File: src/hdl/irq_slice_defines.svh
// Register offsets, reset values, field masks and bus codes for the interrupt slice
`ifndef IRQ_SLICE_DEFINES_SVH
`define IRQ_SLICE_DEFINES_SVH

// Byte offsets of the word-aligned registers
`define OFS_EN_TWO      8'h00
`define OFS_EN_THREE    8'h04
`define OFS_PRIO_ONE    8'h08
`define OFS_PRIO_TWO    8'h0C
`define OFS_PRIO_THREE  8'h10
`define OFS_CTRL        8'h14
`define OFS_PENDING     8'h18
`define OFS_IRQ_STS     8'h1C
`define OFS_IRQ_MSK     8'h20
`define WORD_MASK       8'hFC

// Reset values and implemented-bit masks
`define RST_EN          8'h00
`define RST_PRIO        8'hFF
`define MASK_EN_TWO     8'h0F
`define MASK_EN_THREE   8'h3F
`define MASK_PRIO_ONE   8'hFF
`define MASK_PRIO_TWO   8'h5F
`define MASK_PRIO_THREE 8'h3F

// Control and status bit positions
`define CTRL_GPE_BIT    0
`define STS_HI_BIT      0
`define STS_LO_BIT      1

// AXI4-Lite response codes
`define RESP_OKAY       2'b00
`define RESP_SLVERR     2'b10

`endif

File: src/hdl/irq_slice_pkg.sv
// Types shared by the interrupt enable and priority slice
package irq_slice_pkg;

   // Peripheral requests, grouped by the register that governs them
   typedef struct packed {
      logic [5:0] three;
      logic [3:0] two;
      logic [7:0] one;
   } src_s;

   // Second enable register, low implemented half
   typedef struct packed {
      logic [3:0] unused;
      logic       bus_collision_irq_en;
      logic       low_voltage_irq_en;
      logic       timer_three_ovf_irq_en;
      logic       capcomp_two_irq_en;
   } en_two_s;

   // Third enable register
   typedef struct packed {
      logic [1:0] unused;
      logic       serial_two_rx_irq_en;
      logic       serial_two_tx_irq_en;
      logic       timer_four_match_irq_en;
      logic       capcomp_five_irq_en;
      logic       capcomp_four_irq_en;
      logic       capcomp_three_irq_en;
   } en_three_s;

   // Whole state of the slice
   typedef struct packed {
      logic        aw_rdy;
      logic        w_rdy;
      logic        aw_got;
      logic        w_got;
      logic [7:0]  awaddr;
      logic [7:0]  wdata;
      logic        wbe;
      logic        bvalid;
      logic [1:0]  bresp;
      logic        ar_rdy;
      logic        rvalid;
      logic [1:0]  rresp;
      logic [31:0] rdata;
      en_two_s     en2;
      en_three_s   en3;
      logic [7:0]  p1;
      logic [7:0]  p2;
      logic [7:0]  p3;
      logic        gpe;
      src_s        gated;
      logic        irq_hi;
      logic        irq_lo;
      logic [1:0]  sts;
      logic [1:0]  msk;
      logic        irq;
   } state_s;

endpackage : irq_slice_pkg

File: src/hdl/peripheral_irq_enable_priority.sv
// Peripheral interrupt enable and priority slice with an AXI4-Lite register port
//
// What this block does
// RULE1: Enable bit 3 gates bus collision request
// RULE2: Enable bit 2 gates low-voltage detect request
// RULE3: Enable bit 1 gates timer three overflow
// RULE4: Enable bit 0 gates capture/compare two
// RULE5: Third register bits 5,4 gate serial two
// RULE6: Every source has its own priority bit
// RULE7: Exactly three priority registers are provided
// RULE8: Priority bits act only with global enable
// RULE9: Priority one is high, zero is low
// RULE10: Third register bits 3..0 gate timer/capcomp
// RULE11: Global enable clear gives one single level
`timescale 1ns/1ps
`include "irq_slice_defines.svh"

module peripheral_irq_enable_priority
   import irq_slice_pkg::*;
#(
   parameter int ADDR_W = 8
)
(
   // Clock and synchronous reset
   input  wire logic              aclk,
   input  wire logic              aresetn,
   // AXI4-Lite write address and data
   input  wire logic [ADDR_W-1:0] awaddr,
   input  wire logic              awvalid,
   output      logic              awready,
   input  wire logic [31:0]       wdata,
   input  wire logic [3:0]        wstrb,
   input  wire logic              wvalid,
   output      logic              wready,
   // AXI4-Lite write response
   output      logic [1:0]        bresp,
   output      logic              bvalid,
   input  wire logic              bready,
   // AXI4-Lite read
   input  wire logic [ADDR_W-1:0] araddr,
   input  wire logic              arvalid,
   output      logic              arready,
   output      logic [31:0]       rdata,
   output      logic [1:0]        rresp,
   output      logic              rvalid,
   input  wire logic              rready,
   // Raw peripheral requests
   input  wire src_s              src_req,
   // Gated requests and priority levels toward the core
   output      src_s              req_gated,
   output      logic              irq_high,
   output      logic              irq_low,
   // Software interrupt line
   output      logic              irq
);

   // Reset image of the whole state
   localparam state_s RST_STATE = '{
      aw_rdy : 1'b1, w_rdy : 1'b1, aw_got : 1'b0, w_got : 1'b0,
      awaddr : '0, wdata : '0, wbe : 1'b0,
      bvalid : 1'b0, bresp : `RESP_OKAY,
      ar_rdy : 1'b1, rvalid : 1'b0, rresp : `RESP_OKAY, rdata : '0,
      en2 : en_two_s'(`RST_EN), en3 : en_three_s'(`RST_EN),
      p1 : `RST_PRIO & `MASK_PRIO_ONE,
      p2 : `RST_PRIO & `MASK_PRIO_TWO,
      p3 : `RST_PRIO & `MASK_PRIO_THREE,
      gpe : 1'b0, gated : '0, irq_hi : 1'b0, irq_lo : 1'b0,
      sts : '0, msk : '0, irq : 1'b0
   };

   state_s     st_q;
   state_s     st_d;
   src_s       en_v;
   src_s       pr_v;
   src_s       gated;
   logic       wr_go;
   logic [1:0] sts_clr;
   logic [1:0] ev;
   logic [7:0] wa;
   logic [7:0] ra;

   // Outputs straight from the state flops
   assign awready   = st_q.aw_rdy;
   assign wready    = st_q.w_rdy;
   assign bvalid    = st_q.bvalid;
   assign bresp     = st_q.bresp;
   assign arready   = st_q.ar_rdy;
   assign rvalid    = st_q.rvalid;
   assign rresp     = st_q.rresp;
   assign rdata     = st_q.rdata;
   assign req_gated = st_q.gated;
   assign irq_high  = st_q.irq_hi;
   assign irq_low   = st_q.irq_lo;
   assign irq       = st_q.irq;

   // Next-state logic: bus slave, register file, gating, sticky status
   always_comb
   begin
      st_d    = st_q;
      sts_clr = '0;
      wa      = st_q.awaddr & `WORD_MASK;
      ra      = 8'(araddr) & `WORD_MASK;

      // Address and data are taken independently, in either order
      if (awvalid && st_q.aw_rdy)
      begin
         st_d.aw_rdy = 1'b0;
         st_d.aw_got = 1'b1;
         st_d.awaddr = 8'(awaddr);
      end
      if (wvalid && st_q.w_rdy)
      begin
         st_d.w_rdy = 1'b0;
         st_d.w_got = 1'b1;
         st_d.wdata = wdata[7:0];
         st_d.wbe   = wstrb[0];
      end
      if (st_q.bvalid && bready)
      begin
         st_d.bvalid = 1'b0;
      end

      // Write commits once both halves are held and no response is pending
      wr_go = st_q.aw_got && st_q.w_got && !st_q.bvalid;
      if (wr_go)
      begin
         st_d.aw_got = 1'b0;
         st_d.w_got  = 1'b0;
         st_d.aw_rdy = 1'b1;
         st_d.w_rdy  = 1'b1;
         st_d.bvalid = 1'b1;
         st_d.bresp  = `RESP_OKAY;
         case (wa)
            `OFS_EN_TWO:
            begin
               if (st_q.wbe)
                  st_d.en2 = en_two_s'(st_q.wdata & `MASK_EN_TWO);
            end
            `OFS_EN_THREE:
            begin
               if (st_q.wbe)
                  st_d.en3 = en_three_s'(st_q.wdata & `MASK_EN_THREE);
            end
            `OFS_PRIO_ONE:
            begin
               if (st_q.wbe)
                  st_d.p1 = st_q.wdata & `MASK_PRIO_ONE; // RULE6
            end
            `OFS_PRIO_TWO:
            begin
               if (st_q.wbe)
                  st_d.p2 = st_q.wdata & `MASK_PRIO_TWO; // RULE7
            end
            `OFS_PRIO_THREE:
            begin
               if (st_q.wbe)
                  st_d.p3 = st_q.wdata & `MASK_PRIO_THREE; // RULE7
            end
            `OFS_CTRL:
            begin
               if (st_q.wbe)
                  st_d.gpe = st_q.wdata[`CTRL_GPE_BIT];
            end
            `OFS_IRQ_STS:
            begin
               if (st_q.wbe)
                  sts_clr = st_q.wdata[1:0];
            end
            `OFS_IRQ_MSK:
            begin
               if (st_q.wbe)
                  st_d.msk = st_q.wdata[1:0];
            end
            `OFS_PENDING:
            begin
               // Read-only; write accepted and dropped
            end
            default:
            begin
               st_d.bresp = `RESP_SLVERR;
            end
         endcase
      end

      // One read in flight; data latched with the address
      if (arvalid && st_q.ar_rdy)
      begin
         st_d.ar_rdy = 1'b0;
         st_d.rvalid = 1'b1;
         st_d.rresp  = `RESP_OKAY;
         case (ra)
            `OFS_EN_TWO:     st_d.rdata = 32'(st_q.en2);
            `OFS_EN_THREE:   st_d.rdata = 32'(st_q.en3);
            `OFS_PRIO_ONE:   st_d.rdata = 32'(st_q.p1);
            `OFS_PRIO_TWO:   st_d.rdata = 32'(st_q.p2);
            `OFS_PRIO_THREE: st_d.rdata = 32'(st_q.p3);
            `OFS_CTRL:       st_d.rdata = 32'(st_q.gpe);
            `OFS_PENDING:    st_d.rdata = 32'(st_q.gated);
            `OFS_IRQ_STS:    st_d.rdata = 32'(st_q.sts);
            `OFS_IRQ_MSK:    st_d.rdata = 32'(st_q.msk);
            default:
            begin
               st_d.rdata = '0;
               st_d.rresp = `RESP_SLVERR;
            end
         endcase
      end
      if (st_q.rvalid && rready)
      begin
         st_d.rvalid = 1'b0;
         st_d.ar_rdy = 1'b1;
      end

      // Enable vector; first-group sources arrive already enabled upstream
      en_v.one   = '1;
      en_v.two   = {st_q.en2.bus_collision_irq_en,         // RULE1
                    st_q.en2.low_voltage_irq_en,           // RULE2
                    st_q.en2.timer_three_ovf_irq_en,       // RULE3
                    st_q.en2.capcomp_two_irq_en};          // RULE4
      en_v.three = {st_q.en3.serial_two_rx_irq_en,         // RULE5
                    st_q.en3.serial_two_tx_irq_en,         // RULE5
                    st_q.en3.timer_four_match_irq_en,      // RULE10
                    st_q.en3.capcomp_five_irq_en,          // RULE10
                    st_q.en3.capcomp_four_irq_en,          // RULE10
                    st_q.en3.capcomp_three_irq_en};        // RULE10
      gated      = src_req & en_v;

      // One priority bit per source, drawn from the three registers
      pr_v.one   = st_q.p1;          // RULE6
      pr_v.two   = 4'(st_q.p2);      // RULE6
      pr_v.three = 6'(st_q.p3);      // RULE6

      // Without the global enable everything lands on the high line
      st_d.gated = gated;
      if (st_q.gpe)
      begin
         st_d.irq_hi = |(gated & pr_v);   // RULE8 RULE9
         st_d.irq_lo = |(gated & ~pr_v);  // RULE9
      end
      else
      begin
         st_d.irq_hi = |gated;            // RULE11
         st_d.irq_lo = 1'b0;              // RULE11
      end

      // Sticky status on rising levels; a new event beats a same-cycle clear
      ev[`STS_HI_BIT] = st_d.irq_hi && !st_q.irq_hi;
      ev[`STS_LO_BIT] = st_d.irq_lo && !st_q.irq_lo;
      st_d.sts        = (st_q.sts & ~sts_clr) | ev;
      st_d.irq        = |(st_d.sts & st_d.msk);
   end

   // Single state register
   always_ff @(posedge aclk)
   begin
      if (!aresetn)
         st_q <= RST_STATE;
      else
         st_q <= st_d;
   end
endmodule : peripheral_irq_enable_priority

File: config.mk
export PLATFORM = sky130hd
export DESIGN_NAME = peripheral_irq_enable_priority
export DESIGN_NICKNAME = d
export VERILOG_FILES = /design/src/hdl/irq_slice_pkg.sv /design/src/hdl/peripheral_irq_enable_priority.sv
export VERILOG_INCLUDE_DIRS = /design/src /design/src/hdl
export SDC_FILE = /design/constraint.sdc
export NUM_CORES = 1
export LEC_CHECK = 0
export BUFFER_PORTS_ARGS = -buffer_cell sky130_fd_sc_hd__clkbuf_2
export CORE_MARGIN = 3
export CORE_UTILIZATION = 35
export CTS_BUF_LIST = sky130_fd_sc_hd__clkbuf_4 sky130_fd_sc_hd__clkbuf_8
export DETAILED_ROUTE_END_ITERATION = 6
export PLACE_DENSITY = 0.57
export SLEW_MARGIN = 20
export SYNTH_ARGS = -nofsm -noshare
export SYNTH_HDL_FRONTEND = slang
export SYNTH_SLANG_ARGS = --single-unit
export TNS_END_PERCENT = 30
File: constraint.sdc
create_clock -name aclk -period 3.3 [get_ports aclk]
set_clock_uncertainty 0.15 [all_clocks]
set_input_delay 0.165 -clock aclk [delete_from_list [all_inputs] [get_ports aclk]]
set_output_delay 0.165 -clock aclk [all_outputs]
set_load 0.02 [all_outputs]
== Yosys cells after proc, flatten, opt, wreduce, memory -nomap -nowiden ==
Cells that the tools add are included.

* Register bits after elaboration: 116
* Bits of input ports: 77
* Logic and storage cells: 101

* Equality and inequality tests: 16
* Mux-type cells: 12
* Bitwise gates (word level): 9
* Reductions and logical operators: 29

{| class="wikitable"
|+ Operators with widths
! cell !! number
|-
| 18-bit case mux with 9 select lines || 1
|-
| 18-bit AND || 3
|-
| 18-bit OR reduction || 3
|-
| 6-bit by 3-bit == test with 1-bit output (second input constant) || 8
|-
| 6-bit by 2-bit == test with 1-bit output (second input constant) || 4
|-
| 2-bit 2-to-1 mux || 9
|-
| 18-bit NOT || 1
|-
| 3-bit AND reduction || 6
|-
| 9-bit OR reduction || 2
|-
| 8-bit logical NOT || 2
|-
| 6-bit by 1-bit == test with 1-bit output (second input constant) || 2
|-
| 6-bit by 4-bit == test with 1-bit output (second input constant) || 2
|-
| 1-bit logical AND || 9
|-
| 2-bit OR reduction || 3
|-
| 2-bit AND || 2
|-
| 1-bit logical NOT || 3
|-
| 3-bit 2-to-1 mux || 1
|-
| 2-bit NOT || 1
|-
| 2-bit OR || 1
|-
| 2-bit nonzero test || 1
|-
| 1-bit 2-to-1 mux || 1
|-
| 1-bit NOT || 1
|}

== Depth between registers and ports, before layout ==
Gate-level depths: netlist of run 1.

* Depth after elaboration: 8
* Depth in mapped cells: 7

== Worst setup path before layout of run 1 ==
Ideal clock, no wire load.

* Path type: register -> register
* From: register st_q (netlist bit bvalid)
* To: register st_q (netlist bit pr_v[0])
* Setup time: 0.129 ns
* Arrival time: 1.461 ns
* Data required time: 3.021 ns
* Path slack: 1.559 ns
* Cell stages (with the launch flop): 7
* Path buffers: 1
* Path through: dfxtp_1 -> nor2_2 -> nand4b_4 -> nor3b_1 -> buf_2 -> mux2i_1 -> nand2_1

* Word-level cells in the longest chain between the ends: 3

{| class="wikitable"
|+ RTL lines
! what !! line !! text
|-
| from (decl) || peripheral_irq_enable_priority.sv:71 || <nowiki>state_s st_q;</nowiki>
|-
| from (signal assigned) || peripheral_irq_enable_priority.sv:259 || <nowiki>st_q <= st_d;</nowiki>
|-
| 1-bit logical NOT || peripheral_irq_enable_priority.sv:124 || <nowiki>wr_go = st_q.aw_got && st_q.w_got && !st_q.bvalid;</nowiki>
|-
| 1-bit logical AND || peripheral_irq_enable_priority.sv:124 ||
|-
| 3-bit AND reduction (no source line) || - ||
|}

Every way passes these cells.
A chain may end at the register's enable or synchronous reset.

== Final worst setup path of run 1 ==
* From: register st_q[117] in the netlist's numbering
* To: register st_q (netlist bit irq)

* Word-level cells in the longest chain between the ends: 8
* Elaborated cells between the ends (all ways): 11

{| class="wikitable"
|+ RTL lines
! what !! line !! text
|-
| 6-bit by 3-bit == test with 1-bit output || peripheral_irq_enable_priority.sv:133 || <nowiki>case (wa)</nowiki>
|-
| 2-bit 2-to-1 mux || peripheral_irq_enable_priority.sv:133 ||
|-
| 2-bit 2-to-1 mux || peripheral_irq_enable_priority.sv:125 || <nowiki>if (wr_go)</nowiki>
|-
| 2-bit NOT || peripheral_irq_enable_priority.sv:249 || <nowiki>st_d.sts = (st_q.sts & ~sts_clr) | ev;</nowiki>
|-
| 2-bit AND || peripheral_irq_enable_priority.sv:249 ||
|-
| 2-bit OR || peripheral_irq_enable_priority.sv:249 ||
|-
| 2-bit AND (*) || peripheral_irq_enable_priority.sv:250 || <nowiki>st_d.irq = |(st_d.sts & st_d.msk);</nowiki>
|-
| 2-bit OR reduction (*) || peripheral_irq_enable_priority.sv:250 ||
|}

Mark *: on every way between the ends. The rest lies on a longest branch, timed or not.

==> results.sh, run 1 <==
export IMPL_crit_type="reg -> reg"
export IMPL_yosys_warnings=0
export IMPL_dpl_hpwl_mm=8.56
export IMPL_drv_cap=0
export IMPL_whs_endpoint="rdata[0]"
export IMPL_die_area_um2=14000
export IMPL_grt_overflow=0
export IMPL_holdCritPathClass="in -> reg"
export IMPL_core_um2=12200
export IMPL_async_flop_share_pct=0
export IMPL_end_kind="register"
export IMPL_r2r_cells=5
export IMPL_yosysMostFrequentCell="dfxtp_1"
export IMPL_netlist_instances=513
export IMPL_ys_types=47
export IMPL_drt_iter0_drc=232
export IMPL_hp_start="arvalid"
export IMPL_required_ns=3.41
export IMPL_period_needed_ns=2.02
export IMPL_cts_buffers=9
export IMPL_max_freq_mhz=495
export IMPL_relSlewSlack_pct=39.7
export IMPL_synth_seq_area_share_pct=44.3
export IMPL_setup_violations=0
export IMPL_leakage_nw=2.19
export IMPL_avgSynthCellArea_um2=8.63
export IMPL_hold_ws_ns=0.0665
export IMPL_synth_edf_count=0
export IMPL_postRouteAntennaNets=0
export IMPL_p_per_area_nw_per_um2=436
export IMPL_synth_ff_type="dfxtp_1"
export IMPL_cts_resized=0
export IMPL_wl_mm=11.7
export IMPL_tightest_slew_ns=0.904
export IMPL_syn_area_um2=4430
export IMPL_drv_slew=0
export IMPL_critPathLaunch="st_q[117]"
export IMPL_drtPass1Iterations=5
export IMPL_grt_use_total_pct=17.0
export IMPL_path_max_fanout=9
export IMPL_drcViolationCount=0
export IMPL_finalHoldViolCount=0
export IMPL_cts_max_level=3
export IMPL_num_vias=3792
export IMPL_synth_area_leader_cell="dfxtp_1"
export IMPL_synth_top_area_share_pct=44.3
export IMPL_rows=40
export IMPL_vdd_drop_max_mv=0.319
export IMPL_clk_latency_ns=0.37
export IMPL_rsz0062_at_grt="false"
export IMPL_io_pins=139
export IMPL_synth_common_cells="dfxtp_1 (98), nand2_1 (68), nor2_1 (61), buf_4 (55), a21oi_1 (29)"
export IMPL_cts_clk_slew_worst_paths_ns=0.08
export IMPL_ff2ff_setup_slack_ns=1.28
export IMPL_cts_tree="yes"
export IMPL_worstSetupStartpointType="register"
export IMPL_die_x_um=118
export IMPL_crit_arrival_ns=2.13
export IMPL_wl_per_cell_um=15.3
export IMPL_num_antenna_cells=0
export IMPL_min_period_over_period_pct=61.2
export IMPL_reg2reg_to="irq"
export IMPL_grt_start_max_net_pins=68
export IMPL_grt_pass1_wl_mm=19.3
export IMPL_antenna_found_initial=0
export IMPL_cts_root_buf="clkbuf_8"
export IMPL_status="complete, no violations"
export IMPL_ys_ff_latch=98
export IMPL_synth_area_top_cells="dfxtp_1 (44%), buf_4 (9.3%), mux2i_1 (6.3%)"
export IMPL_hold_depth=3
export IMPL_fin_tns_setup_ns=0
export IMPL_io_buffer_count=91
export IMPL_worstReg2RegStart="st_q[117]"
export IMPL_clockBufferDepth=2
export IMPL_vias_per_cell=4.93
export IMPL_grt_pass1_vias=3763
export IMPL_cts_sinks=98
export IMPL_fin_nets=674
export IMPL_syn_to_final_growth_pct=19.8
export IMPL_initial_utilization_pct=36.3
export IMPL_die_h_um=118
export IMPL_place_gp_congestion=0.903
export IMPL_drive_above_1_share_pct=21.0
[critical path: stages (launching register included)]
cell	delay, ns
dfxtp_1	0.43
nor2_4	0.25
nor4b_1	0.37
nand4_1	0.27
mux2i_1	0.19
o32ai_1	0.25
[cells in the final DEF, fill, tap and decap left out, types with 15 or more instances in the layout]
cell / Yosys / routed
nand3_1: 28 / 28
a22oi_1: 15 / 15
dfxtp_1: 98 / 98
dlygate4sd3_1: 0 / 44
nand2_1: 68 / 68
clkbuf_2: 0 / 91
conb_1: 1 / 16
nor2_1: 61 / 61
mux2i_1: 28 / 28
o21ai_0: 17 / 17
a21oi_1: 29 / 29
[how the worst max path moves through the flow]
| stage | cells after the start | slack [ns] | end |
|---|---|---|---|
| after detailed placement | 5 | 1.32 | irq |
| final | 5 | 1.28 | irq |
| after global routing | 6 | 1.12 | irq |
| after global placement | 6 | 1.33 | irq |
| after CTS | 5 | 1.29 | irq |
| after floorplan | 6 | 1.56 | pr_v[0] |
[sequential cells by signal, summed over array words and instances, names as in the netlist]
name,count
bvalid,1
rvalid,1
req_gated,18
rresp,1
bresp,1
irq,1
rdata,18
en_v,10
irq_high,1
awready,1
wready,1
st_q,24
arready,1
pr_v,18
irq_low,1
[layout make-up]
| type | instances | area [um^2] |
|---|---|---|
| Timing Repair Buffer | 138 | 918 |
| Multi-Input combinational cell | 336 | 1960 |
| Clock buffer | 9 | 124 |
| Sequential cell | 98 | 1960 |
| Tap cell | 168 | 210 |
| Inverter | 14 | 53.8 |
| Clock inverter | 6 | 82.6 |
| Fill cell | 1285 | 6910 |
[per-layer routing]
layer | wire (um) | up-vias | GRT usage (%)
met3 | 675 | 27 | 4.35
li1 | - | 1866 | -
met1 | 5110 | 1763 | 21.1
met2 | 5530 | 136 | 28.4
met5 | 0 | - | 0
met4 | 430 | 0 | 6.66
[power breakdown]
part | internal [W] | switching [W] | total [W]
clock network | 0.000419 | 0.000404 | 0.000823
logic | 0.000108 | 0.000141 | 0.000249
registers | 0.00121 | 0.0000331 | 0.00124
[cells by family (layout without fill, tap and decap cells)]
kind of cell           after synthesis  after routing  share of synthesized area, %
muxes                               35             35                          9.38
DFF                                 98             98                          44.3
and+or+nand+nor                    200            200                          21.5
other                                1             16                        0.0847
buffers and inverters               94            167                          12.8
AOI/OAI and AO/OA                   85             85                          11.9
[metrics by stage]
| stage | total power [W] | utilization, % | setup WS, ns | instances | instance area [um^2] |
|---|---|---|---|---|---|
| 6_report | 0.00231 | 43.5 | 1.28 | 769 | 5310 |
| 5_1_grt | 0.00242 | 43.5 | 1.12 | 769 | 5310 |
| 4_1_cts | 0.00234 | 43.4 | 1.29 | 769 | 5310 |
| 3_5_place_dp | 0.00148 | 38.1 | 1.32 | 710 | 4660 |
| 3_3_place_gp | 0.00147 | 38.1 | 1.33 | 710 | 4660 |
| 2_1_floorplan | 0.00143 | - | 1.56 | 528 | 4490 |
[timing repair]
item / CTS / global route
buffers inserted: 0 / 0
hold buffers: 44 / 0
endpoints found under the hold margin: 39 / 0
(Power assumes the default switching activity.)
==> run 2: changes to the inputs <==
==> constraint.sdc (replaced) <==
create_clock -name aclk -period 2.06 [get_ports aclk]
set_clock_uncertainty 0.15 [all_clocks]
set_input_delay 0.103 -clock aclk [delete_from_list [all_inputs] [get_ports aclk]]
set_output_delay 0.103 -clock aclk [all_outputs]
set_load 0.02 [all_outputs]
==> results.sh, run 2 (synthesis gave the netlist of run 1 again) <==
export IMPL_wl_mm=11.9
export IMPL_grt_overflow=0
export IMPL_p_clk_share_pct=34.8
export IMPL_worstSetupStartpointType="primary input"
export IMPL_power_total_w=0.00370
export IMPL_cts_buffers=9
export IMPL_crit_arrival_ns=2.00
export IMPL_rows=40
export IMPL_slowest_stage="dlygate4sd3_1"
export IMPL_die_h_um=118
export IMPL_layout_common_cells="dfxtp_1 (98), clkbuf_2 (91), nand2_1 (68)"
export IMPL_cts_tree="yes"
export IMPL_fin_tns_setup_ns=0
export IMPL_vdd_drop_max_mv=0.394
export IMPL_grt_start_max_net_pins=35
export IMPL_finalHoldViolCount=0
export IMPL_p_int_w=0.00277
export IMPL_cp_top_family="buffers and inverters"
export IMPL_cpPeakStageDelay_ns=0.55
export IMPL_max_freq_mhz=527
export IMPL_drive_above_1_share_pct=22.9
export IMPL_p_per_area_nw_per_um2=678
export IMPL_syn_to_final_growth_pct=23.2
export IMPL_layout_commonest_cell="dfxtp_1"
export IMPL_drt_iter0_drc=228
export IMPL_cts_root_buf="clkbuf_8"
export IMPL_worstReg2RegStart="pr_v[0]"
export IMPL_clk_latency_ns=0.36
export IMPL_io_pins=139
export IMPL_pwr_share_comb_pct=11.5
export IMPL_post_cts_buffers=0
export IMPL_drcViolationCount=0
export IMPL_rsz0062_at_grt="false"
export IMPL_place_gp_congestion=0.926
export IMPL_cp_common_cell="dlygate4sd3_1"
export IMPL_crit_type="in -> reg"
export IMPL_holdCritPathClass="in -> reg"
export IMPL_whs_endpoint="rdata[1]"
export IMPL_worst_path_buf_inv=5
export IMPL_p_sw_w=0.000933
export IMPL_status="complete, no violations"
export IMPL_cts_max_level=3
export IMPL_largest_register_ffs=24
export IMPL_die_x_um=118
export IMPL_cts_clk_slew_worst_paths_ns=0.09
export IMPL_period_needed_ns=1.90
export IMPL_drtPass1Iterations=5
export IMPL_placed_cells=725
export IMPL_clockBufferDepth=2
export IMPL_dpl_hpwl_mm=8.92
export IMPL_drv_slew=0
export IMPL_num_antenna_cells=0
export IMPL_top_register="st_q"
export IMPL_hold_depth=5
export IMPL_crit_chain="dlygate4sd3_1 > clkbuf_2 > inv_4 > buf_6 > a221o_1 > dlygate4sd3_1"
export IMPL_grt_pass1_vias=3685
export IMPL_instances_no_fill=788
export IMPL_tightest_slew_ns=0.521
export IMPL_cts_sinks=98
export IMPL_grt_use_total_pct=17.0
export IMPL_io_buffer_count=91
export IMPL_ff2ff_setup_slack_ns=0.19
export IMPL_required_ns=2.17
export IMPL_core_um2=12200
export IMPL_vias_per_cell=4.87
export IMPL_setup_violations=0
export IMPL_hp_start="araddr[7]"
export IMPL_fin_util_pct=44.7
export IMPL_num_vias=3834
export IMPL_sw_frac_of_total_pct=25.2
export IMPL_path_max_fanout=34
export IMPL_fillers=1238
export IMPL_r2r_cells=6
export IMPL_postRouteAntennaNets=0
export IMPL_fin_nets=692
export IMPL_die_area_um2=14000
export IMPL_pwr_share_seq_pct=53.6
export IMPL_min_period_over_period_pct=92.1
export IMPL_grt_pass1_wl_mm=19.0
export IMPL_antenna_found_initial=0
export IMPL_leakage_nw=2.28
export IMPL_initial_utilization_pct=36.3
export IMPL_reg2reg_to="irq"
export IMPL_wl_per_cell_um=15.1
export IMPL_end_kind="register"
export IMPL_drv_cap=0
export IMPL_relSlewSlack_pct=65.2
## run 2: worst max path at each step
stage | slack [ns] | from | to | depth (start not counted)
after detailed placement | 0.21 | pr_v[0] | irq | 6
after global placement | 0.21 | pr_v[0] | irq | 6
after floorplan | 0.32 | bvalid | pr_v[0] | 6
final | 0.16 | aresetn | arready | 6
after CTS | 0.05 | aresetn | arready | 6
after global routing | 0.06 | src_req[0] | irq | 8
## run 2: worst min-delay path, stage by stage
cell,delay (ns)
clkbuf_2,0.08
or4b_1,0.11
nor3_1,0.07
nand2_1,0.07
a31oi_1,0.07
## run 2: timing repair
item	4_1_cts	5_1_grt
resized for setup	0	3
endpoints found under the hold margin	41	0
hold buffers	47	0
setup endpoints to repair	0	1
## run 2: per-layer routing
metal  wire length, um  share of wire [%]  up-vias  track usage [%]
li1                  -                  -     1910                -
met1              5280                 44     1740             21.4
met2              5550                 47      153             27.8
met3               680                5.7       31             3.88
met4               421                3.5        0             7.10
met5                 0                  0        -                0
## run 2: final cells by class
type	instances	area (um^2)	area share, %
flip-flops and latches	98	1960	36.0
clock inverters	4	50.0	0.917
inverters	14	55.1	1.01
clock buffers	12	159	2.91
repair buffers	156	1060	19.5
multi-input cells	336	1960	35.8
well taps	168	210	3.85
## run 2: power by group through the flow
stage / registers (W) / clock network, W / logic [W]
after global placement: 0.00203 / 0 / 0.000351
final: 0.00198 / 0.00129 / 0.000427
after detailed placement: 0.00203 / 0 / 0.000355
after global routing: 0.00199 / 0.00140 / 0.000471
after CTS: 0.00198 / 0.00133 / 0.000426
after floorplan: 0.00202 / 0 / 0.000266
## run 2: through the flow
stage / worst slack, ns / hold WS [ns] / cell area, um^2
after floorplan: 0.319 / 0.0534 / 4490
after global placement: 0.206 / 0.167 / 4770
after detailed placement: 0.207 / 0.184 / 4770
after CTS: 0.0512 / 0.0129 / 5450
after global routing: 0.0597 / 0.0564 / 5460
final: 0.162 / 0.0234 / 5460
==> run 3: changes to the inputs <==
--- a/config.mk
+++ b/config.mk
@@ -7,6 +7,7 @@
 export NUM_CORES = 1
 export LEC_CHECK = 0
 export BUFFER_PORTS_ARGS = -buffer_cell sky130_fd_sc_hd__clkbuf_2
+export CORE_ASPECT_RATIO = 0.8
 export CORE_MARGIN = 3
 export CORE_UTILIZATION = 35
 export CTS_BUF_LIST = sky130_fd_sc_hd__clkbuf_4 sky130_fd_sc_hd__clkbuf_8
==> results.sh, run 3 (synthesis gave the netlist of run 1 again) <==
export IMPL_antenna_found_initial=0
export IMPL_syn_to_final_growth_pct=24.4
export IMPL_relSlewSlack_pct=57.2
export IMPL_cts_clk_slew_worst_paths_ns=0.09
export IMPL_grt_overflow=0
export IMPL_drv_cap=0
export IMPL_num_antenna_cells=0
export IMPL_violations="design-rule violations"
export IMPL_hold_ws_ns=0.0654
export IMPL_drive_above_1_share_pct=23.8
export IMPL_grt_pass1_wl_mm=20.3
export IMPL_die_area_um2=14000
export IMPL_ff2ff_setup_slack_ns=0.13
export IMPL_num_vias=3903
export IMPL_clk_latency_ns=0.40
export IMPL_power_total_w=0.00359
export IMPL_cts_sinks=98
export IMPL_crit_type="in -> reg"
export IMPL_worstSetupStartpointType="primary input"
export IMPL_finalHoldViolCount=0
export IMPL_drtPass1Iterations=7
export IMPL_grt_pass1_vias=3779
export IMPL_cts_tree="yes"
export IMPL_largest_register_ffs=24
export IMPL_period_needed_ns=1.97
export IMPL_cpPeakStageDelay_ns=0.54
export IMPL_tightest_slew_ns=0.641
export IMPL_setup_violations=0
export IMPL_leakage_nw=2.31
export IMPL_crit_chain="dlygate4sd3_1 > clkbuf_2 > inv_2 > buf_4 > a221o_1 > dlygate4sd3_1"
export IMPL_cp_top_family="buffers and inverters"
export IMPL_place_gp_congestion=0.966
export IMPL_core_um2=12300
export IMPL_wl_mm=12.7
export IMPL_grt_start_max_net_pins=35
export IMPL_vias_per_cell=4.88
export IMPL_drt_iter0_drc=350
export IMPL_worstReg2RegStart="st_q[121]"
export IMPL_rsz0062_at_grt="true"
export IMPL_r2r_cells=6
export IMPL_io_buffer_count=91
export IMPL_slowest_stage="dlygate4sd3_1"
export IMPL_layout_commonest_cell="dfxtp_1"
export IMPL_end_kind="register"
export IMPL_crit_end="arready"
export IMPL_wl_per_cell_um=15.9
export IMPL_cts_root_buf="clkbuf_8"
export IMPL_crit_cells=6
export IMPL_initial_utilization_pct=36.2
export IMPL_path_max_fanout=34
export IMPL_rows=36
export IMPL_vdd_drop_max_mv=0.318
export IMPL_p_per_area_nw_per_um2=651
export IMPL_required_ns=2.25
export IMPL_fin_nets=701
export IMPL_critPathLaunch="aresetn"
export IMPL_worst_path_buf_inv=5
export IMPL_die_h_um=107
export IMPL_grt_use_total_pct=18.5
export IMPL_status="finished, violations left"
export IMPL_postRouteAntennaNets=0
export IMPL_min_period_over_period_pct=95.9
export IMPL_top_register="st_q"
export IMPL_crit_arrival_ns=2.16
export IMPL_holdCritPathClass="in -> reg"
export IMPL_die_x_um=132
export IMPL_dpl_hpwl_mm=9.47
export IMPL_clockBufferDepth=2
export IMPL_layout_common_cells="dfxtp_1 (97), clkbuf_2 (91), nand2_1 (68)"
export IMPL_cts_buffers=9
export IMPL_fillers=1244
export IMPL_max_freq_mhz=506
export IMPL_cp_common_cell="dlygate4sd3_1"
export IMPL_cts_max_level=3
export IMPL_reg2reg_to="pr_v[7]"
export IMPL_io_pins=139
export IMPL_drv_slew=0
export IMPL_drcViolationCount=12
==> run 3: cell count changes in the layout (fill, tap and decap cells not counted), sizes merged <==
cell,before,now
clkbuf,103,101
clkinv,1,4
buf,18,25
dlygate4sd3,47,49
bufinv,1,0
==> run 3: cell type report <==
type                            count  area (um^2)  share of cell area (%)
Sequential cell                    98         1960                    35.6
Inverter                           14         52.6                   0.954
Timing Repair Buffer              165         1130                    20.6
Clock buffer                       10          138                    2.50
Multi-Input combinational cell    336         1970                    35.7
Tap cell                          171          214                    3.88
Clock inverter                      6         42.5                   0.772
==> run 3: where the power goes <==
group | internal [W] | leakage, nW | switching [W]
combinational | 0.000195 | 1.42 | 0.000247
sequential | 0.00194 | 0.797 | 0.0000468
clock | 0.000471 | 0.0882 | 0.000687
==> run 3: how the worst min path moves through the flow <==
stage                         start       end  slack [ns]  depth (start not counted)
after global placement       wvalid    wready        0.17                          2
after CTS                 araddr[5]  rdata[1]        0.05                          5
after floorplan              wvalid    wready        0.05                          1
final                     araddr[5]  rdata[1]        0.07                          5
after global routing      araddr[5]  rdata[1]        0.09                          5
after detailed placement     wvalid    wready        0.18                          2
==> run 3: worst min-delay path: cells and delay by family <==
family | cells | cell delay [ns]
AND/OR/NAND/NOR | 3 | 0.30
buffers and inverters | 1 | 0.09
AO/OA/AOI/OAI | 1 | 0.07
==> run 3: through the flow <==
step | util [%] | setup TNS (ns) | setup WS [ns] | cells | area (um^2)
5_1_grt | 45.0 | -0.0234 | -0.0234 | 800 | 5510
6_report | 45.0 | 0 | 0.0853 | 800 | 5510
4_1_cts | 44.9 | 0 | 0.102 | 800 | 5500
2_1_floorplan | - | 0 | 0.319 | 528 | 4490
3_5_place_dp | 39.4 | 0 | 0.137 | 735 | 4830
3_3_place_gp | 39.4 | 0 | 0.174 | 735 | 4830
==> run 3: per-layer routing <==
metal,part of all wire (%),up-vias,track usage [%]
met3,7.3,14,5.63
met2,44,147,29.1
met4,1.6,0,5.47
met5,0,-,0
li1,-,1923,-
met1,47,1819,24.7
==> run 3: timing repair <==
action / in CTS / in global routing
endpoints found under the hold margin: 43 / 0
setup buffers: 0 / 0
hold buffers: 49 / 0
gates resized for setup: 0 / 3
endpoints found under the setup margin: 0 / 9
